===== config.mk =====
export PLATFORM = sky130hd
export DESIGN_NAME = cdd_top
export DESIGN_NICKNAME = d
export VERILOG_FILES = /design/src/design/cdd_pkg.sv /design/src/design/cdd_top.sv
export SDC_FILE = /design/constraint.sdc
export NUM_CORES = 1
export LEC_CHECK = 0
export ABC_CLOCK_PERIOD_IN_PS = 3100
export BUFFER_PORTS_ARGS = -buffer_cell sky130_fd_sc_hd__buf_2
export CORE_UTILIZATION = 55
export CTS_CLUSTER_SIZE = 20
export DETAILED_ROUTE_END_ITERATION = 6
export PLACE_DENSITY = 0.7
export SYNTH_ARGS = -nofsm -noshare
export SYNTH_HDL_FRONTEND = slang
export SYNTH_SLANG_ARGS = --single-unit

===== constraint.sdc =====
create_clock -name clk_i -period 3.1 [get_ports clk_i]
set_clock_uncertainty 0.1 [all_clocks]
set_input_delay 0.155 -clock clk_i [delete_from_list [all_inputs] [get_ports clk_i]]
set_output_delay 0.155 -clock clk_i [all_outputs]
set_load 0.01 [all_outputs]

===== src/design/cdd_pkg.sv =====
// constants and carrier types for the clock distribution dividers
package cdd_pkg;

  // ---------------------------------------------------------------
  // register indices (byte address is four times the index)
  // ---------------------------------------------------------------
  localparam logic [9:0] IDX_CH0_COUNTS  = 10'h190;
  localparam logic [9:0] IDX_CH0_PHASE   = 10'h191;
  localparam logic [9:0] IDX_CH0_CTRL    = 10'h192;
  localparam logic [9:0] IDX_CH1_COUNTS  = 10'h196;
  localparam logic [9:0] IDX_CH1_PHASE   = 10'h197;
  localparam logic [9:0] IDX_CH1_CTRL    = 10'h198;
  localparam logic [9:0] IDX_CH2A_COUNTS = 10'h199;
  localparam logic [9:0] IDX_CH2B_COUNTS = 10'h19b;
  localparam logic [9:0] IDX_CH2_BYPASS  = 10'h19c;
  localparam logic [9:0] IDX_CH2_CTRL    = 10'h19d;
  localparam logic [9:0] IDX_CH3A_COUNTS = 10'h19e;
  localparam logic [9:0] IDX_CH3B_COUNTS = 10'h1a0;
  localparam logic [9:0] IDX_CH3_BYPASS  = 10'h1a1;
  localparam logic [9:0] IDX_CH3_CTRL    = 10'h1a2;
  localparam logic [9:0] IDX_PREDIV      = 10'h1e0;
  localparam logic [9:0] IDX_SOURCE      = 10'h1e1;
  localparam logic [9:0] IDX_SYNC_CMD    = 10'h1f0;
  localparam logic [9:0] IDX_STATUS      = 10'h1f1;

  // storage slots
  localparam int NUM_REGS = 16;
  localparam logic [3:0] S_CH0_COUNTS  = 4'h0;
  localparam logic [3:0] S_CH0_PHASE   = 4'h1;
  localparam logic [3:0] S_CH0_CTRL    = 4'h2;
  localparam logic [3:0] S_CH1_COUNTS  = 4'h3;
  localparam logic [3:0] S_CH1_PHASE   = 4'h4;
  localparam logic [3:0] S_CH1_CTRL    = 4'h5;
  localparam logic [3:0] S_CH2A_COUNTS = 4'h6;
  localparam logic [3:0] S_CH2B_COUNTS = 4'h7;
  localparam logic [3:0] S_CH2_BYPASS  = 4'h8;
  localparam logic [3:0] S_CH2_CTRL    = 4'h9;
  localparam logic [3:0] S_CH3A_COUNTS = 4'ha;
  localparam logic [3:0] S_CH3B_COUNTS = 4'hb;
  localparam logic [3:0] S_CH3_BYPASS  = 4'hc;
  localparam logic [3:0] S_CH3_CTRL    = 4'hd;
  localparam logic [3:0] S_PREDIV      = 4'he;
  localparam logic [3:0] S_SOURCE      = 4'hf;
  localparam logic [7:0] REG_RESET     = 8'h00;

  // ---------------------------------------------------------------
  // field positions and codes
  // ---------------------------------------------------------------
  localparam int HIGH_CNT_LSB   = 0;
  localparam int LOW_CNT_LSB    = 4;
  localparam int PHASE_LSB      = 0;
  localparam int START_HIGH_BIT = 4;
  localparam int BYPASS_BIT     = 7;
  localparam int DCC_OFF_BIT    = 0;
  localparam int DIRECT_BIT     = 1;
  localparam int STAGE_A_BYP    = 4;
  localparam int STAGE_B_BYP    = 5;
  localparam int SYNC_BIT       = 0;
  localparam logic [1:0] SRC_EXT_PRE    = 2'h0;
  localparam logic [1:0] SRC_EXT_DIRECT = 2'h1;
  localparam logic [1:0] SRC_OSC_PRE    = 2'h2;
  localparam logic [1:0] SRC_ILLEGAL    = 2'h3;
  localparam logic [2:0] PREDIV_BASE    = 3'h2;
  localparam logic [2:0] PREDIV_MAX     = 3'h6;
  localparam logic [4:0] PHASE_HIGH_ADD = 5'h01;

  // ---------------------------------------------------------------
  // carriers
  // ---------------------------------------------------------------
  typedef struct packed {
    logic [3:0] high_cnt;
    logic [3:0] low_cnt;
    logic       bypass;
    logic       duty_correct_disable;
    logic       start_high_flag;
    logic [3:0] phase_delay_field;
  } cdd_stage_cfg_t;

  typedef struct packed {
    logic       prev_in;
    logic       hi;
    logic       out;
    logic       pend;
    logic       wait_dly;
    logic [3:0] cnt;
    logic [4:0] dly;
  } cdd_stage_state_t;

  typedef struct packed {
    logic [NUM_REGS-1:0][7:0] regs;
    logic                     ack;
    logic [7:0]               rdata;
    logic [7:0]               outs;
    logic                     sync;
    logic                     src_prev;
    logic [2:0]               pd_cnt;
    logic                     pd_raw;
    logic                     pd_corr;
    logic                     pd_pend;
  } cdd_top_state_t;

endpackage : cdd_pkg


===== src/design/cdd_top.sv =====
// clock distribution dividers: register slave, source select, pre-divider, channel dividers
//
// Summary of operation
// [RULE1] Source code 00 takes external clock via pre-divider; 10 takes oscillator via it.
// [RULE2] Direct bit in channel 0/1 control sends pre-divider input to that output pair.
// [RULE3] Software keeps a pre-divider source code while using the direct route.
// [RULE4] Total ratio equals pre-divider ratio times channel ratio.
// [RULE5] Three-bit pre-divider field selects division by 2 to 6.
// [RULE6] Channels 2 and 3 cascade two 2-to-32 stages; ratio is their product.
// [RULE7] Channel 0 counts, bypass and correction-disable live at their fixed fields.
// [RULE8] Channel 1 counts, bypass and correction-disable live at their fixed fields.
// [RULE9] Count fields are cycles minus one: high N+1, low M+1.
// [RULE10] Bypass passes input through at ratio one and stops the divider.
// [RULE11] Unbypassed divider ratio is N+M+2, any integer 2 to 32.
// [RULE12] All counting uses edges of the clock feeding the divider input.
// [RULE13] Duty correction on by default, disabled per channel by its bit.
// [RULE14] Software sets M=N for even or M=N+1 for odd corrected ratios.
// [RULE15] Without correction, duty is (N+1)/(N+M+2).
// [RULE16] Bypass after odd pre-divider: 33.3% or 40% uncorrected, 50% corrected.
// [RULE17] No pre-divider: bypass keeps input duty; odd gives (N+1+X)/(2N+3).
// [RULE18] Direct route shows oscillator at 50% or external clock at its own duty.
// [RULE19] Rising edge delayed by phase field and start-high bit, plus M when set.
// [RULE20] New phase offsets apply only after a sync; software must issue one.
// [RULE21] Code 01 is external clock without pre-divider; code 11 is not allowed.
// [RULE22] Start-high bit 4 and phase field 3:0 sit in each phase register.
// [RULE23] Odd correction stretches the high phase to the input falling edge.
// [RULE24] After sync the output starts high if start-high is set, else low.
`timescale 1ns/1ps

// ---------------------------------------------------------------
// one 2-to-32 divider stage
// ---------------------------------------------------------------
module cdd_div_stage (
  // clock and reset
  input  wire logic                    clk_i,
  input  wire logic                    rst_i,
  // control
  input  wire logic                    sync_i,
  input  wire cdd_pkg::cdd_stage_cfg_t cfg_i,
  // divider input levels, raw and duty-corrected
  input  wire logic                    in_i,
  input  wire logic                    in_corr_i,
  // divided level
  output logic                         out_o
);

  cdd_pkg::cdd_stage_state_t st;
  cdd_pkg::cdd_stage_state_t next_st;
  logic                      rise;
  logic                      fall;
  logic                      dcc_odd;
  logic [4:0]                dly_load;

  always_comb begin
    next_st = st;
    rise = in_i & ~st.prev_in;  // RULE12
    fall = ~in_i & st.prev_in;
    dcc_odd = ~cfg_i.duty_correct_disable
              && ({1'b0, cfg_i.low_cnt} == {1'b0, cfg_i.high_cnt} + 5'h01);  // RULE13
    if (cfg_i.start_high_flag) begin
      dly_load = {1'b0, cfg_i.phase_delay_field} + {1'b0, cfg_i.low_cnt}
                 + cdd_pkg::PHASE_HIGH_ADD;  // RULE19
    end else begin
      dly_load = {1'b0, cfg_i.phase_delay_field};  // RULE19
    end
    next_st.prev_in = in_i;
    if (cfg_i.bypass) begin
      // divider held still while bypassed
      next_st.hi = 1'b0;  // RULE10
      next_st.out = 1'b0;
      next_st.pend = 1'b0;
      next_st.cnt = 4'h0;
      next_st.dly = 5'h00;
      next_st.wait_dly = 1'b1;
    end else if (sync_i) begin
      // phase and start level taken only here
      next_st.dly = dly_load;  // RULE20
      next_st.out = cfg_i.start_high_flag;  // RULE24
      next_st.hi = 1'b0;
      next_st.pend = 1'b0;
      next_st.cnt = 4'h0;
      next_st.wait_dly = 1'b1;
    end else if (st.wait_dly) begin
      if (rise) begin
        if (st.dly == 5'h00) begin
          next_st.wait_dly = 1'b0;
          next_st.hi = 1'b1;
          next_st.out = 1'b1;
          next_st.cnt = 4'h0;
        end else begin
          next_st.dly = st.dly - 5'h01;  // RULE19
        end
      end
    end else begin
      if (rise) begin
        if (st.hi) begin
          if (st.cnt == cfg_i.high_cnt) begin  // RULE9 RULE11
            next_st.hi = 1'b0;
            next_st.cnt = 4'h0;
            if (dcc_odd) begin
              next_st.pend = 1'b1;  // RULE23
            end else begin
              next_st.out = 1'b0;  // RULE15
            end
          end else begin
            next_st.cnt = st.cnt + 4'h1;
          end
        end else begin
          if (st.cnt == cfg_i.low_cnt) begin  // RULE9 RULE11
            next_st.hi = 1'b1;
            next_st.out = 1'b1;
            next_st.pend = 1'b0;
            next_st.cnt = 4'h0;
          end else begin
            next_st.cnt = st.cnt + 4'h1;
          end
        end
      end
      if (fall && st.pend) begin
        next_st.out = 1'b0;  // RULE23 RULE17
        next_st.pend = 1'b0;
      end
    end
  end

  always_ff @(posedge clk_i) begin
    if (rst_i) begin
      st <= '0;
    end else begin
      st <= next_st;
    end
  end

  // bypass: corrected input unless correction is disabled
  assign out_o = cfg_i.bypass ? (cfg_i.duty_correct_disable ? in_i : in_corr_i)  // RULE10
                              : st.out;  // RULE16 RULE17

endmodule : cdd_div_stage

// ---------------------------------------------------------------
// top: wishbone registers, source, pre-divider, four channels
// ---------------------------------------------------------------
module cdd_top (
  // clock and reset
  input  wire logic        clk_i,
  input  wire logic        rst_i,
  // wishbone slave
  input  wire logic        wb_cyc_i,
  input  wire logic        wb_stb_i,
  input  wire logic        wb_we_i,
  input  wire logic [11:0] wb_adr_i,
  input  wire logic [3:0]  wb_sel_i,
  input  wire logic [31:0] wb_dat_i,
  output logic      [31:0] wb_dat_o,
  output logic             wb_ack_o,
  // clock sources, sampled levels
  input  wire logic        ext_clk_i,
  input  wire logic        osc_clk_i,
  // divided outputs, two per channel
  output logic      [7:0]  clk_out_o
);

  cdd_pkg::cdd_top_state_t st;
  cdd_pkg::cdd_top_state_t next_st;

  cdd_pkg::cdd_stage_cfg_t [5:0] cfg;
  logic [5:0]  stg_in;
  logic [5:0]  stg_corr;
  logic [5:0]  stg_out;
  logic [1:0]  src_sel;
  logic        src_lvl;
  logic        src_legal;
  logic        pre_used;
  logic        src_rise;
  logic        src_fall;
  logic [2:0]  pd_ratio;
  logic [2:0]  pd_next;
  logic        ch_in;
  logic        ch_corr;
  logic        req;
  logic        hit;
  logic [3:0]  slot;
  logic [9:0]  idx;

  // ---------------------------------------------------------------
  // helpers
  // ---------------------------------------------------------------
  function automatic logic [4:0] reg_slot(input logic [9:0] a);
    case (a)
      cdd_pkg::IDX_CH0_COUNTS:  reg_slot = {1'b1, cdd_pkg::S_CH0_COUNTS};
      cdd_pkg::IDX_CH0_PHASE:   reg_slot = {1'b1, cdd_pkg::S_CH0_PHASE};
      cdd_pkg::IDX_CH0_CTRL:    reg_slot = {1'b1, cdd_pkg::S_CH0_CTRL};
      cdd_pkg::IDX_CH1_COUNTS:  reg_slot = {1'b1, cdd_pkg::S_CH1_COUNTS};
      cdd_pkg::IDX_CH1_PHASE:   reg_slot = {1'b1, cdd_pkg::S_CH1_PHASE};
      cdd_pkg::IDX_CH1_CTRL:    reg_slot = {1'b1, cdd_pkg::S_CH1_CTRL};
      cdd_pkg::IDX_CH2A_COUNTS: reg_slot = {1'b1, cdd_pkg::S_CH2A_COUNTS};
      cdd_pkg::IDX_CH2B_COUNTS: reg_slot = {1'b1, cdd_pkg::S_CH2B_COUNTS};
      cdd_pkg::IDX_CH2_BYPASS:  reg_slot = {1'b1, cdd_pkg::S_CH2_BYPASS};
      cdd_pkg::IDX_CH2_CTRL:    reg_slot = {1'b1, cdd_pkg::S_CH2_CTRL};
      cdd_pkg::IDX_CH3A_COUNTS: reg_slot = {1'b1, cdd_pkg::S_CH3A_COUNTS};
      cdd_pkg::IDX_CH3B_COUNTS: reg_slot = {1'b1, cdd_pkg::S_CH3B_COUNTS};
      cdd_pkg::IDX_CH3_BYPASS:  reg_slot = {1'b1, cdd_pkg::S_CH3_BYPASS};
      cdd_pkg::IDX_CH3_CTRL:    reg_slot = {1'b1, cdd_pkg::S_CH3_CTRL};
      cdd_pkg::IDX_PREDIV:      reg_slot = {1'b1, cdd_pkg::S_PREDIV};
      cdd_pkg::IDX_SOURCE:      reg_slot = {1'b1, cdd_pkg::S_SOURCE};
      default:                  reg_slot = 5'h00;
    endcase
  endfunction : reg_slot

  function automatic cdd_pkg::cdd_stage_cfg_t stage_cfg(
    input logic [7:0] counts,
    input logic       byp,
    input logic       dcc_off,
    input logic [7:0] phase
  );
    cdd_pkg::cdd_stage_cfg_t c;
    c.high_cnt = counts[cdd_pkg::HIGH_CNT_LSB +: 4];
    c.low_cnt = counts[cdd_pkg::LOW_CNT_LSB +: 4];
    c.bypass = byp;
    c.duty_correct_disable = dcc_off;
    c.start_high_flag = phase[cdd_pkg::START_HIGH_BIT];
    c.phase_delay_field = phase[cdd_pkg::PHASE_LSB +: 4];
    stage_cfg = c;
  endfunction : stage_cfg

  // ---------------------------------------------------------------
  // source select and channel input
  // ---------------------------------------------------------------
  always_comb begin
    src_sel = st.regs[cdd_pkg::S_SOURCE][1:0];
    src_legal = (src_sel != cdd_pkg::SRC_ILLEGAL);  // RULE21
    pre_used = (src_sel == cdd_pkg::SRC_EXT_PRE) || (src_sel == cdd_pkg::SRC_OSC_PRE);  // RULE1
    src_lvl = src_legal && ((src_sel == cdd_pkg::SRC_OSC_PRE) ? osc_clk_i : ext_clk_i);  // RULE1
    src_rise = src_lvl & ~st.src_prev;
    src_fall = ~src_lvl & st.src_prev;
    if (st.regs[cdd_pkg::S_PREDIV][2:0] > (cdd_pkg::PREDIV_MAX - cdd_pkg::PREDIV_BASE)) begin
      pd_ratio = cdd_pkg::PREDIV_MAX;
    end else begin
      pd_ratio = st.regs[cdd_pkg::S_PREDIV][2:0] + cdd_pkg::PREDIV_BASE;  // RULE5
    end
    pd_next = (st.pd_cnt == pd_ratio - 3'h1) ? 3'h0 : st.pd_cnt + 3'h1;
    // pre-divider output feeds the channels when used
    ch_in = pre_used ? st.pd_raw : src_lvl;  // RULE4 RULE21
    ch_corr = pre_used ? st.pd_corr : src_lvl;  // RULE17
  end

  // ---------------------------------------------------------------
  // channel divider stages
  // ---------------------------------------------------------------
  always_comb begin
    cfg[0] = stage_cfg(st.regs[cdd_pkg::S_CH0_COUNTS],  // RULE7
                       st.regs[cdd_pkg::S_CH0_PHASE][cdd_pkg::BYPASS_BIT],
                       st.regs[cdd_pkg::S_CH0_CTRL][cdd_pkg::DCC_OFF_BIT],
                       st.regs[cdd_pkg::S_CH0_PHASE]);  // RULE22
    cfg[1] = stage_cfg(st.regs[cdd_pkg::S_CH1_COUNTS],  // RULE8
                       st.regs[cdd_pkg::S_CH1_PHASE][cdd_pkg::BYPASS_BIT],
                       st.regs[cdd_pkg::S_CH1_CTRL][cdd_pkg::DCC_OFF_BIT],
                       st.regs[cdd_pkg::S_CH1_PHASE]);  // RULE22
    cfg[2] = stage_cfg(st.regs[cdd_pkg::S_CH2A_COUNTS],
                       st.regs[cdd_pkg::S_CH2_BYPASS][cdd_pkg::STAGE_A_BYP],
                       st.regs[cdd_pkg::S_CH2_CTRL][cdd_pkg::DCC_OFF_BIT], 8'h00);
    cfg[3] = stage_cfg(st.regs[cdd_pkg::S_CH2B_COUNTS],
                       st.regs[cdd_pkg::S_CH2_BYPASS][cdd_pkg::STAGE_B_BYP],
                       st.regs[cdd_pkg::S_CH2_CTRL][cdd_pkg::DCC_OFF_BIT], 8'h00);
    cfg[4] = stage_cfg(st.regs[cdd_pkg::S_CH3A_COUNTS],
                       st.regs[cdd_pkg::S_CH3_BYPASS][cdd_pkg::STAGE_A_BYP],
                       st.regs[cdd_pkg::S_CH3_CTRL][cdd_pkg::DCC_OFF_BIT], 8'h00);
    cfg[5] = stage_cfg(st.regs[cdd_pkg::S_CH3B_COUNTS],
                       st.regs[cdd_pkg::S_CH3_BYPASS][cdd_pkg::STAGE_B_BYP],
                       st.regs[cdd_pkg::S_CH3_CTRL][cdd_pkg::DCC_OFF_BIT], 8'h00);
    // second stages of channels 2 and 3 take the first stage's output
    stg_in = {stg_out[4], ch_in, stg_out[2], ch_in, ch_in, ch_in};  // RULE6
    stg_corr = {stg_out[4], ch_corr, stg_out[2], ch_corr, ch_corr, ch_corr};
  end

  genvar g;
  generate
    for (g = 0; g < 6; g++) begin : g_stage
      cdd_div_stage u_stage (
        .clk_i     (clk_i),
        .rst_i     (rst_i),
        .sync_i    (st.sync),
        .cfg_i     (cfg[g]),
        .in_i      (stg_in[g]),
        .in_corr_i (stg_corr[g]),
        .out_o     (stg_out[g])
      );
    end
  endgenerate

  // ---------------------------------------------------------------
  // register bus, pre-divider, output registers
  // ---------------------------------------------------------------
  always_comb begin
    next_st = st;
    idx = wb_adr_i[11:2];
    {hit, slot} = reg_slot(idx);
    req = wb_cyc_i & wb_stb_i & ~st.ack;
    next_st.ack = req;
    next_st.sync = 1'b0;
    next_st.src_prev = src_lvl;
    if (req) begin
      if (wb_we_i && wb_sel_i[0]) begin
        if (hit) begin
          next_st.regs[slot] = wb_dat_i[7:0];
        end else if (idx == cdd_pkg::IDX_SYNC_CMD) begin
          next_st.sync = wb_dat_i[cdd_pkg::SYNC_BIT];  // RULE20
        end
      end
      if (hit) begin
        next_st.rdata = st.regs[slot];
      end else if (idx == cdd_pkg::IDX_STATUS) begin
        next_st.rdata = {3'h0, ~src_legal, st.outs[6], st.outs[4], st.outs[2], st.outs[0]};
      end else begin
        next_st.rdata = 8'h00;
      end
    end
    // pre-divider: raw high for floor(r/2), corrected adds half a source period when r is odd
    if (st.sync || !pre_used) begin
      next_st.pd_cnt = pd_ratio - 3'h1;
      next_st.pd_raw = 1'b0;
      next_st.pd_corr = 1'b0;
      next_st.pd_pend = 1'b0;
    end else begin
      if (src_rise) begin
        next_st.pd_cnt = pd_next;  // RULE5
        if (pd_next == 3'h0) begin
          next_st.pd_raw = 1'b1;
          next_st.pd_corr = 1'b1;
        end else if (pd_next == {1'b0, pd_ratio[2:1]}) begin
          next_st.pd_raw = 1'b0;  // RULE16
          if (pd_ratio[0]) begin
            next_st.pd_pend = 1'b1;  // RULE23
          end else begin
            next_st.pd_corr = 1'b0;
          end
        end
      end
      if (src_fall && st.pd_pend) begin
        next_st.pd_corr = 1'b0;
        next_st.pd_pend = 1'b0;
      end
    end
    // direct route sends the pre-divider input to the pair
    if (st.regs[cdd_pkg::S_CH0_CTRL][cdd_pkg::DIRECT_BIT]) begin
      next_st.outs[1:0] = {2{src_lvl}};  // RULE2 RULE18
    end else begin
      next_st.outs[1:0] = {2{stg_out[0]}};
    end
    if (st.regs[cdd_pkg::S_CH1_CTRL][cdd_pkg::DIRECT_BIT]) begin
      next_st.outs[3:2] = {2{src_lvl}};  // RULE2 RULE18
    end else begin
      next_st.outs[3:2] = {2{stg_out[1]}};
    end
    next_st.outs[5:4] = {2{stg_out[3]}};  // RULE6
    next_st.outs[7:6] = {2{stg_out[5]}};
  end

  always_ff @(posedge clk_i) begin
    if (rst_i) begin
      st <= '0;
      st.sync <= 1'b1;
    end else begin
      st <= next_st;
    end
  end

  assign wb_dat_o = {24'h000000, st.rdata};
  assign wb_ack_o = st.ack;
  assign clk_out_o = st.outs;

endmodule : cdd_top


==> metrics <==
dpl cells=around 1,800; TritonCTS sink count=230; Distinct cells, synth=81; status=completed; Post-Route WL=34,000 um; Tmin final=2.83 ns; WP buf/inv=0; Synth Area per Inst=8.65 sq um; area delta synth->final=10.9%; largest net degree at the start of global routing=45; CTS Buf Count=26; Worst Path Max Fanout=9; Clock transition at path regs=0.06 ns; Final Setup Violations=0; Crit-path slowest cell=dfxtp_1; Die ar.=24,300 sq um; # nets final=1,623; worst r2r src=src_sel[0]; Worst EP required=3.40 ns; power consumption=6630 uW; CP Cell Sequence=nand3b_1 > nand3b_1 > a31oi_1 > nor2_1 > nand2_1 > o21ai_0 > nor2_1; clk root buf=clkbuf_16; Worst Setup Start Kind=register; WHS Path Cells=3; max-cap violations=0; fin crit share=between 90% and 100%; Setup Fix Bufs, Post-CTS=0; Fmax=353 MHz; Least-Margin Pin Slew=1.02 ns; die width=between 150 and 200 um; wire length of the first global-routing pass=55,700 um; Post-synth EDFFs=0; Layout Cells excl Fill=1,869; I/O pin total=96; Clk Latency, worst-skew pair=0.53 ns; CP top delay family=simple AND/OR/NAND/NOR gates; relative slew slack=31.9%; Detail Route Antenna Nets=0; setup TNS=0 ns; FF-to-FF path depth=7; Antenna diodes=0; RSZ-0062 raised after global routing=no; initial cell density of the core=56.9%; Worst path max stage delay=0.54 ns; RePlAce Congestion=between 0.8 and 0.9; Synth Instances=between 1,500 and 2,000; Async S/R FF share, synth=0%; Post-DP HPWL=23,700 um; htree depth=1; critical path class=reg2reg; GRT Total Usage=28.8%; vias in the first global route=10,500; CTS tree=done; Pleak=0.00586 uW; clk buf depth=3; Via Count=11,000; R2R setup slack=0.27 ns; Rows=55; grt ovf=0; Final Max Tran Viols=0; CP endpoint kind=register; synthesized cell area=roughly 13,000 sq um; Pre-antenna DRT Iters=5; RR Endpoint=g_stage[3].u_stage.st[7]; WL/cell=18.2 um; PortBufs=42; final core occ=between 60% and 70%; register area share after synthesis=35.3%; DRC viols=0; critical path arrival=3.14 ns; hold endpoint=st[128]; initial antenna violation count=1; Final Hold Vio Count=0; Cell Pwr Density=459 nW/um^2; Yosys warnings=0; layout cell share with drive strength beyond 1=11.3%; Post-synth top flop=dfxtp_1; worst vdd ir=0.000334 V; starting DRC count in detailed routing=906; Hold WC Path Type=in2reg; core area=22,900 sq um; worst hold path startpoint=wb_dat_i[7]; DR vias/cell=5.87; Synth Register Bits=230; DIE HEIGHT=156 um
==> layout make-up <==
type	instances	area, sq um
Clock inverter	10	159
Tap cell	313	392
Sequential cell	230	4600
Timing Repair Buffer	91	631
Fill cell	1998	8470
Multi-Input combinational cell	1140	7720
Clock buffer	38	767
Inverter	47	176
==> worst min-delay path: cells and delay by family <==
| family | cells | cell delay, ns |
|---|---|---|
| AO/OA/AOI/OAI | 1 | 0.05 |
| buffers and inverters | 1 | 0.27 |
| AND/OR/NAND/NOR | 1 | 0.12 |
==> metrics by stage <==
| stage | instance area [sq um] | hold WS (ns) | setup slack (ns) |
|---|---|---|---|
| after floorplan | 13100 | 0.202 | 0.603 |
| after global placement | 13500 | 0.333 | 0.208 |
| after detailed placement | 13500 | 0.339 | 0.163 |
| after CTS | 14400 | 0.00228 | 0.379 |
| after global routing | 14400 | 0.0257 | 0.0505 |
| final | 14400 | 0.0259 | 0.265 |
==> cell families after synthesis <==
logic type,Yosys count,share of synthesized area (%)
multiplexers,160,13.2
AO/OA/AOI/OAI,231,12.2
flip-flops,230,35.3
AND/OR/NAND/NOR,578,22.1
XOR/XNOR,115,7.73
other,1,0.0288
buffers and inverters,159,6.24
adder cells (fa/ha/maj),32,3.19
==> sequential cells by signal, indices dropped and copies added (netlist names) <==
register            cells
cfg                    68
st                     66
g_stage.u_stage.st     81
src_sel                 2
wb_dat_o                8
clk_out_o               4
wb_ack_o                1
==> worst max path at each step <==
stage / to / depth (start not counted) / slack [ns] / startpoint
CTS: g_stage[3].u_stage.st[7] / 7 / 0.38 / src_sel[0]
finish: g_stage[3].u_stage.st[7] / 7 / 0.27 / src_sel[0]
global placement: cfg[44] / 8 / 0.21 / wb_adr_i[4]
floorplan: wb_dat_o[4] / 9 / 0.60 / wb_adr_i[4]
detailed placement: cfg[37] / 8 / 0.16 / wb_adr_i[4]
global route: g_stage[3].u_stage.st[7] / 7 / 0.05 / src_sel[0]
==> layout by cell type (no fill, tap or decap), drive strengths merged, types with 10 or more instances in the layout <==
cell / n
nand3: 34
nor2: 226
a211oi: 28
dfxtp: 230
inv: 47
xnor2: 66
mux2i: 148
nand2b: 11
o211ai: 13
or3: 12
xor2: 49
a21oi: 65
nand3b: 10
nand2: 142
clkbuf: 38
nor4: 18
buf: 86
nor3: 32
conb: 24
and3: 11
ha: 30
nor2b: 17
nand4: 14
o21ai: 40
==> where the power goes <==
| group | total [uW] | internal, uW | switching, uW | leakage (uW) |
|---|---|---|---|---|
| logic | 336 | 104 | 232 | 0.00356 |
| registers | 3000 | 2980 | 29.2 | 0.00186 |
| clock network | 3290 | 2050 | 1250 | 0.000448 |
| total | 6630 | 5130 | 1510 | 0.00586 |
==> metal layers <==
layer / wire length, um / global-route usage [%]
met5: 8 / 0
met1: 14900 / 38.4
met4: 1210 / 10.9
met2: 15700 / 47.1
met3: 2110 / 4.06
==> timing repair <==
action | in CTS | in global routing
resized for setup | 0 | 0
endpoints found under the hold margin | 23 | 0
hold buffers | 5 | 0
==> cell usage after synthesis (4+ instances only) <==
| library cell | count | share of area (%) |
|---|---|---|
| mux2i_1 | 148 | 11 |
| nand2_1 | 142 | 4.1 |
| mux4_2 | 9 | 1.6 |
| nor2_1 | 224 | 6.5 |
| a22oi_1 | 5 | 0.29 |
| nor3_1 | 32 | 1.2 |
| o211a_1 | 4 | 0.31 |
| buf_2 | 14 | 0.54 |
| and3_1 | 11 | 0.53 |
| buf_6 | 5 | 0.43 |
| a21o_1 | 9 | 0.52 |
| nand3_1 | 34 | 1.3 |
| nand3b_1 | 10 | 0.58 |
| xor2_1 | 49 | 3.3 |
| a21oi_1 | 64 | 2.5 |
| or2_2 | 6 | 0.29 |
| nor2b_1 | 17 | 0.82 |
| buf_1 | 4 | 0.12 |
| clkbuf_1 | 46 | 1.3 |
| a211o_1 | 4 | 0.27 |
| ha_1 | 30 | 2.9 |
| nor3b_1 | 6 | 0.35 |
| xnor2_1 | 66 | 4.4 |
| and2_1 | 9 | 0.43 |
| dfxtp_1 | 230 | 35 |
| o21ai_0 | 40 | 1.5 |
| nand2b_1 | 11 | 0.53 |
| a221oi_1 | 8 | 0.54 |
| nor4_1 | 8 | 0.38 |
| nor4_4 | 8 | 1.3 |
| o41ai_1 | 6 | 0.40 |
| and4_1 | 6 | 0.40 |
| nand4_1 | 11 | 0.53 |
| buf_4 | 43 | 2.5 |
| a211oi_1 | 28 | 1.6 |
| nand4b_1 | 6 | 0.40 |
| o2111ai_1 | 5 | 0.34 |
| a2111oi_0 | 5 | 0.34 |
| o211ai_1 | 13 | 0.75 |
| inv_1 | 47 | 1.4 |
| or3_1 | 12 | 0.58 |
No activity file was read; power rests on OpenSTA's default activity.
